==> config.mk <==
export PLATFORM = sky130hd
export DESIGN_NAME = fam_frame_align
export DESIGN_NICKNAME = d
export VERILOG_FILES = /design/src/logic/fam_pkg.sv /design/src/logic/fam_frame_align.sv
export VERILOG_INCLUDE_DIRS = /design/src /design/src/logic
export SDC_FILE = /design/constraint.sdc
export NUM_CORES = 1
export LEC_CHECK = 0
export ABC_CLOCK_PERIOD_IN_PS = 1600
export BUFFER_PORTS_ARGS = -buffer_cell sky130_fd_sc_hd__buf_2
export CORE_MARGIN = 1
export CORE_UTILIZATION = 55
export CTS_BUF_LIST = sky130_fd_sc_hd__clkbuf_4
export DETAILED_ROUTE_END_ITERATION = 12
export PLACE_DENSITY = 0.77
export REMOVE_ABC_BUFFERS = 1
export SYNTH_ARGS = -nofsm -noshare
export SYNTH_HDL_FRONTEND = slang
export SYNTH_SLANG_ARGS = --single-unit
==> constraint.sdc <==
create_clock -name clk_sys -period 1.6 [get_ports clk_sys]
set_clock_uncertainty 0.1 [all_clocks]
set_input_delay 0.32 -clock clk_sys [delete_from_list [all_inputs] [get_ports clk_sys]]
set_output_delay 0.32 -clock clk_sys [all_outputs]
set_load 0.03 [all_outputs]
==> src/logic/fam_cfg.svh <==
// Constants of the receive frame alignment monitor.
// Assumes a line bit strobe synchronous to clk_sys at 100 MHz.
`ifndef FAM_CFG_SVH
`define FAM_CFG_SVH

// ----------------------------------------------------------------
// Frame layout
// ----------------------------------------------------------------
`define FAM_FRAME_BITS      256
`define FAM_FAS_WORD        7'h1B
`define FAM_TS0_LAST_POS    9'h007
`define FAM_NFAS_LAST_POS   9'h107
`define FAM_B2_IDX          6
`define FAM_ERR_LIMIT       2'h3

// ----------------------------------------------------------------
// Reset values and timing
// ----------------------------------------------------------------
`define FAM_RAI_RST         1'b1
`define FAM_CLK_MHZ         100
`define FAM_QUIET_MS        20
`define FAM_QUIET_CYC       (`FAM_QUIET_MS * 1000 * `FAM_CLK_MHZ)

`endif

==> src/logic/fam_pkg.sv <==
// Types of the receive frame alignment monitor.
// Assumes fam_cfg.svh holds all numeric constants.
package fam_pkg;

    typedef enum logic [1:0] {
        FAM_HUNT,
        FAM_CONF_B2,
        FAM_CONF_FAS,
        FAM_SYNC
    } fam_state_t;

    typedef struct packed {
        fam_state_t  state;
        logic [8:0]  pos;
        logic [6:0]  sr;
        logic [1:0]  fas_err;
        logic [1:0]  b2_zero;
        logic        rai;
        logic        aligned;
        logic        fas_bad;
    } fam_regs_t;

endpackage

==> src/logic/fam_frame_align.sv <==
// Receive frame alignment with remote alarm control for a 32 slot line.
// Assumes one received line bit per rx_bit_vld pulse, MSB of octet first.
// Functional notes
// - Match word in bits two to eight of slot zero; check bit two alternately.
// - One or two corrupted alignment words keep alignment and normal frames.
// - Three corrupted alignment words in a row lose alignment, start alarm.
// - Word, bit two one, then corrupted word does not regain; alarm stays.
// - Bit two zero once or twice in a row keeps alignment.
// - Bit two zero three times may lose alignment; option parameter decides.
// - Lock on an imitation word without multiframe alignment is dropped.
// - After realignment no alarm for 20 ms while correct frames arrive.
`timescale 1ns/1ns
`include "fam_cfg.svh"

module fam_frame_align #(
    parameter bit          LOSE_ON_B2 = 1'b0,
    parameter int unsigned QUIET_CYC  = `FAM_QUIET_CYC
) (
    // Clock and reset
    input  wire logic clk_sys,
    input  wire logic arst_n,
    // Received line
    input  wire logic rx_bit,
    input  wire logic rx_bit_vld,
    input  wire logic mfa_lost,
    // Status and transmit alarm
    output logic      frame_aligned,
    output logic      tx_rai_bit,
    output logic      fas_error
);
    import fam_pkg::*;

    fam_regs_t cur_ff;
    fam_regs_t nxt_cur;
    logic [6:0] sr_new;
    logic       fas_ok;
    logic       b2_val;

    // ------------------------------------------------------------
    // Next state
    // ------------------------------------------------------------
    always_comb begin
        nxt_cur = cur_ff;
        nxt_cur.fas_bad = 1'b0;
        sr_new = {cur_ff.sr[5:0], rx_bit};
        fas_ok = (sr_new == `FAM_FAS_WORD);
        b2_val = sr_new[`FAM_B2_IDX];
        if (rx_bit_vld) begin
            nxt_cur.sr  = sr_new;
            nxt_cur.pos = (cur_ff.pos == 9'(2 * `FAM_FRAME_BITS - 1)) ?
                          9'h000 : cur_ff.pos + 9'h001;
            case (cur_ff.state)
                FAM_HUNT: begin
                    if (fas_ok) begin
                        nxt_cur.pos   = `FAM_TS0_LAST_POS + 9'h001;
                        nxt_cur.state = FAM_CONF_B2;
                    end
                end
                FAM_CONF_B2: begin
                    if (cur_ff.pos == `FAM_NFAS_LAST_POS) begin
                        // A zero in bit two does not count toward regain.
                        nxt_cur.state = b2_val ? FAM_CONF_FAS
                                               : FAM_HUNT;
                    end
                end
                FAM_CONF_FAS: begin
                    if (cur_ff.pos == `FAM_TS0_LAST_POS) begin
                        if (fas_ok) begin
                            nxt_cur.state   = FAM_SYNC;
                            nxt_cur.rai     = 1'b0;
                            nxt_cur.aligned = 1'b1;
                            nxt_cur.fas_err = 2'h0;
                            nxt_cur.b2_zero = 2'h0;
                        end else begin
                            nxt_cur.state = FAM_HUNT;
                        end
                    end
                end
                FAM_SYNC: begin
                    if (cur_ff.pos == `FAM_TS0_LAST_POS) begin
                        nxt_cur.fas_bad = !fas_ok;
                        // A correct word clears the error run.
                        nxt_cur.fas_err = fas_ok ? 2'h0
                                        : cur_ff.fas_err + 2'h1;
                        if (!fas_ok && cur_ff.fas_err
                            == `FAM_ERR_LIMIT - 2'h1) begin
                            nxt_cur.state = FAM_HUNT;
                        end
                    end
                    if (cur_ff.pos == `FAM_NFAS_LAST_POS) begin
                        nxt_cur.b2_zero = b2_val ? 2'h0
                                        : cur_ff.b2_zero + 2'h1;
                        if (!b2_val && LOSE_ON_B2 && cur_ff.b2_zero
                            == `FAM_ERR_LIMIT - 2'h1) begin
                            nxt_cur.state = FAM_HUNT;
                        end
                        if (!b2_val && cur_ff.b2_zero
                            == `FAM_ERR_LIMIT - 2'h1) begin
                            nxt_cur.b2_zero = 2'h0;
                        end
                    end
                end
                default: nxt_cur.state = FAM_HUNT;
            endcase
        end
        // A lock without multiframe alignment is an imitation word.
        if (cur_ff.state == FAM_SYNC && mfa_lost) begin
            nxt_cur.state = FAM_HUNT;
        end
        // Loss only from the steps above, so correct frames keep quiet.
        if (cur_ff.state == FAM_SYNC && nxt_cur.state == FAM_HUNT) begin
            nxt_cur.rai     = 1'b1;
            nxt_cur.aligned = 1'b0;
        end
    end

    // ------------------------------------------------------------
    // State register
    // ------------------------------------------------------------
    always_ff @(posedge clk_sys or negedge arst_n) begin
        if (!arst_n) begin
            cur_ff <= '{state: FAM_HUNT, pos: 9'h000, sr: 7'h00,
                        fas_err: 2'h0, b2_zero: 2'h0,
                        rai: `FAM_RAI_RST, aligned: 1'b0,
                        fas_bad: 1'b0};
        end else begin
            cur_ff <= nxt_cur;
        end
    end

    assign frame_aligned = cur_ff.aligned;
    assign tx_rai_bit    = cur_ff.rai;
    assign fas_error     = cur_ff.fas_bad;

    // ------------------------------------------------------------
    // Checks
    // ------------------------------------------------------------
    logic [31:0] quiet_cnt;
    always_ff @(posedge clk_sys or negedge arst_n) begin
        if (!arst_n) begin
            quiet_cnt <= 32'h0;
        end else if (!cur_ff.aligned || cur_ff.fas_bad) begin
            quiet_cnt <= 32'h0;
        end else if (quiet_cnt < QUIET_CYC) begin
            quiet_cnt <= quiet_cnt + 32'h1;
        end
    end
endmodule // fam_frame_align

==> impl_metrics.py <==
metrics = {
    "run_status": {
        "status": "complete, but fails checks",
        "violations": "setup timing",
    },
    "critical_path": {
        "path_buf_inv": 0,
        "worst_path_max_delay_cell": "or4_4",
        "cp_top_family": "simple AND/OR/NAND/NOR gates",
        "crit_path_start_kind": "register",
        "crit_path_max_incr_delay_ns": 0.57,
        "crit_chain": "or4_4 > nor3_4 > nand3_2 > o21ai_1",
        "crit_path_end_kind": "register",
        "critical_path_class": "reg2reg",
        "arrival_ns": 1.83,
        "path_max_fanout": 4,
        "required_ns": 1.74,
    },
    "pwr": {
        "seq_power_share_pct": 42.9,
        "swShare_pct": 33.60,
        "comb_power_share_pct": 37.2,
        "peakVddDrop_mv": 0.9347,
        "total_leakage_power_uw": 0.0006375,
        "p_int_uw": 1406,
        "clkPwrFrac_pct": 19.9,
        "cellPowerDensity_nw_per_um2": 1444,
        "p_total_uw": 2117,
        "p_sw_uw": 711.2,
    },
    "final_layout": {
        "num_antenna_cells": 0,
        "layout-drive-gt1-share_pct": 41.61,
        "final_common_cell": "dfrtp_1",
        "layout_common_cells": "21 x dfrtp_1, 16 x buf_4, 15 x nand2_1, 7 x buf_2",
        "layout-area-overhead-vs-synth_pct": 26.98,
        "nets": 146,
    },
    "drt": {
        "vias": 879,
        "dr.pass1.iters": 4,
        "ant_nets": 0,
        "first_iter_violations": 7,
        "routedWlPerCell_um": 13.41,
        "drt_wl_total_um": 2200,
        "via_per_inst": 5.360,
        "drc": 0,
    },
    "timing": {
        "min_period_over_period_pct": 105.6,
        "worstMarginPinSlew_ns": 0.4889,
        "slew_headroom_pct": 67.40,
        "setup-violations-final": 14,
        "hold_viol_final": 0,
        "finalCriticalPeriod_ns": 1.690,
        "slew_viol_final": 0,
        "rsz0062_at_grt": "yes",
        "tns_ns": -0.5594,
        "fmax_mhz": 591.7,
        "worst_slack_ns": -0.09004,
    },
    "synth": {
        "avgSynthCellArea_um2": 10.22,
        "synth.cell_area_um2": 1155,
        "synth-seq-cells": 22,
        "synthCells": 113,
        "synth_cell_types": 38,
        "ys_seq_area_share_pct": 47.78,
        "ys_warn_count": 0,
        "synth_top_area_share_pct": 45.50,
        "synth_top_area_cell": "dfrtp_1",
        "ys_top_cells_by_area": "dfrtp_1 46%, mux2_2 5.9%, nand2_1 4.9%",
    },
    "place": {
        "portBuffers": 7,
        "dp_hpwl_um": 1470,
        "gp_congestion": 0.8573,
    },
    "global_route": {
        "antenna_found_initial": 0,
        "grt_pass1_vias": 727,
        "grt_pass1_wl_um": 3174,
        "grtUsageTotal_pct": 20.72,
        "grt_max_degree": 23,
        "overflow": 0,
    },
    "job": {
        "drv_cap": 0,
    },
    "floorplan": {
        "die_area_um2": 2287,
        "pin_count": 8,
        "chipHeight_um": 47.82,
        "die_w_um": 47.82,
        "num_rows": 16,
        "start_util_pct": 58.86,
        "core-area_um2": 1962,
    },
    "worst_hold_path": {
        "hp-class": "in2reg",
    },
    "cts": {
        "numCtsBuffers": 3,
        "clkLatencyLatePin_ns": 0.30,
        "cts_root_buffer": "clkbuf_4",
        "cts_sinks": 22,
        "cts_tree": "built",
        "clk_path_buf_depth": 2,
        "htreeDepth": 1,
        "clk_pin_slew_ns": 0.12,
    },
}
-- area by class of cell --
class	count	area [um^2]
Sequential cell	22	551.8
Tap cell	27	33.78
Multi-Input combinational cell	82	636.9
Timing Repair Buffer	25	176.4
Fill cell	149	495.5
Clock buffer	3	22.52
Inverter	4	15.01
Clock inverter	1	30.03
-- power by group through the flow --
stage | sequential (uW) | clock (uW) | combinational (uW)
floorplan | 919 | 0 | 391
global placement | 886 | 0 | 675
detailed placement | 894 | 0 | 692
CTS | 894 | 426 | 710
global route | 939 | 460 | 877
finish | 909 | 421 | 787
-- what timing repair did --
item                       CTS  global route
hold buffers                 1             0
setup endpoints to repair   15            16
gates resized for setup      5            13
buffers inserted             1             1
hold endpoints to repair    21             0
pin swaps                   12             8
-- sequential cells by signal, indices dropped and copies added, names as in the netlist --
| signal | flops |
|---|---|
| tx_rai_bit | 1 |
| cur_ff | 18 |
| fas_error | 1 |
| frame_aligned | 1 |
| b2_val | 1 |
-- worst paths after layout --
check                                        from                endpoint  slack [ns]  depth (start not counted)
hold / removal                             rx_bit   cur_ff[7]$_DFFE_PN0P_        0.16                          2
hold reg to reg             cur_ff[5]$_DFFE_PN0P_   cur_ff[5]$_DFFE_PN0P_        0.41                          1
max in group asynchronous                  arst_n  tx_rai_bit$_DFFE_PN1P_        0.63                          2
min in group asynchronous                  arst_n  cur_ff[16]$_DFFE_PN0P_        0.42                          2
setup / recovery           cur_ff[18]$_DFFE_PN0P_   cur_ff[6]$_DFFE_PN0P_       -0.09                          4
setup reg to reg           cur_ff[18]$_DFFE_PN0P_   cur_ff[6]$_DFFE_PN0P_       -0.09                          4
-- layer usage --
metal | vias to the layer above | share of wire, % | track usage (%)
met3 | 2 | 2.0 | 4.528
met2 | 12 | 53 | 32.70
met5 | - | 0 | 0
met1 | 416 | 45 | 28.50
met4 | 0 | 0.32 | 6.667
li1 | 449 | - | -
-- synth_stat cells (all sizes together) --
| cell type | count |
|---|---|
| ha | 3 |
| nand4 | 3 |
| o21a | 1 |
| nand3b | 1 |
| nand2b | 1 |
| nand3 | 5 |
| or3 | 1 |
| a21o | 1 |
| nand4bb | 2 |
| nor2 | 12 |
| a31oi | 1 |
| nand4b | 1 |
| o221a | 1 |
| o211ai | 1 |
| and3 | 2 |
| o21ai | 8 |
| or4 | 1 |
| xnor2 | 2 |
| nand2 | 15 |
| nor4 | 1 |
| clkbuf | 5 |
| a22oi | 1 |
| inv | 4 |
| xor2 | 4 |
| nor3 | 4 |
| dfrtp | 21 |
| dfstp | 1 |
| o22ai | 2 |
| nor3b | 1 |
| a21oi | 1 |
| mux2 | 6 |
-- kinds of logic after synthesis --
logic type                 Yosys count  synth area share [%]
adders and majority gates            3                 3.251
buffers and inverters                9                 3.250
muxes                                6                 5.850
and+or+nand+nor                     50                 26.11
DFF                                 22                 47.78
AOI/OAI and AO/OA                   17                 9.209
xor gates and xnor gates             6                 4.550
-- stage by stage --
stage | instances | setup WS [ns] | cell area (um^2) | hold WS [ns] | util, %
3_5_place_dp | 157 | -0.06898 | 1314 | 0.2058 | 66.96
6_report | 164 | -0.09004 | 1466 | 0.1601 | 74.74
5_1_grt | 164 | -0.1798 | 1466 | 0.1275 | 74.74
3_3_place_gp | 157 | -0.03805 | 1314 | 0.2084 | 66.96
4_1_cts | 163 | -0.08558 | 1406 | 0.1486 | 71.68
2_1_floorplan | 108 | -0.04896 | 1132 | -0.07559 | -
No activity file was read; power rests on OpenSTA's default activity.
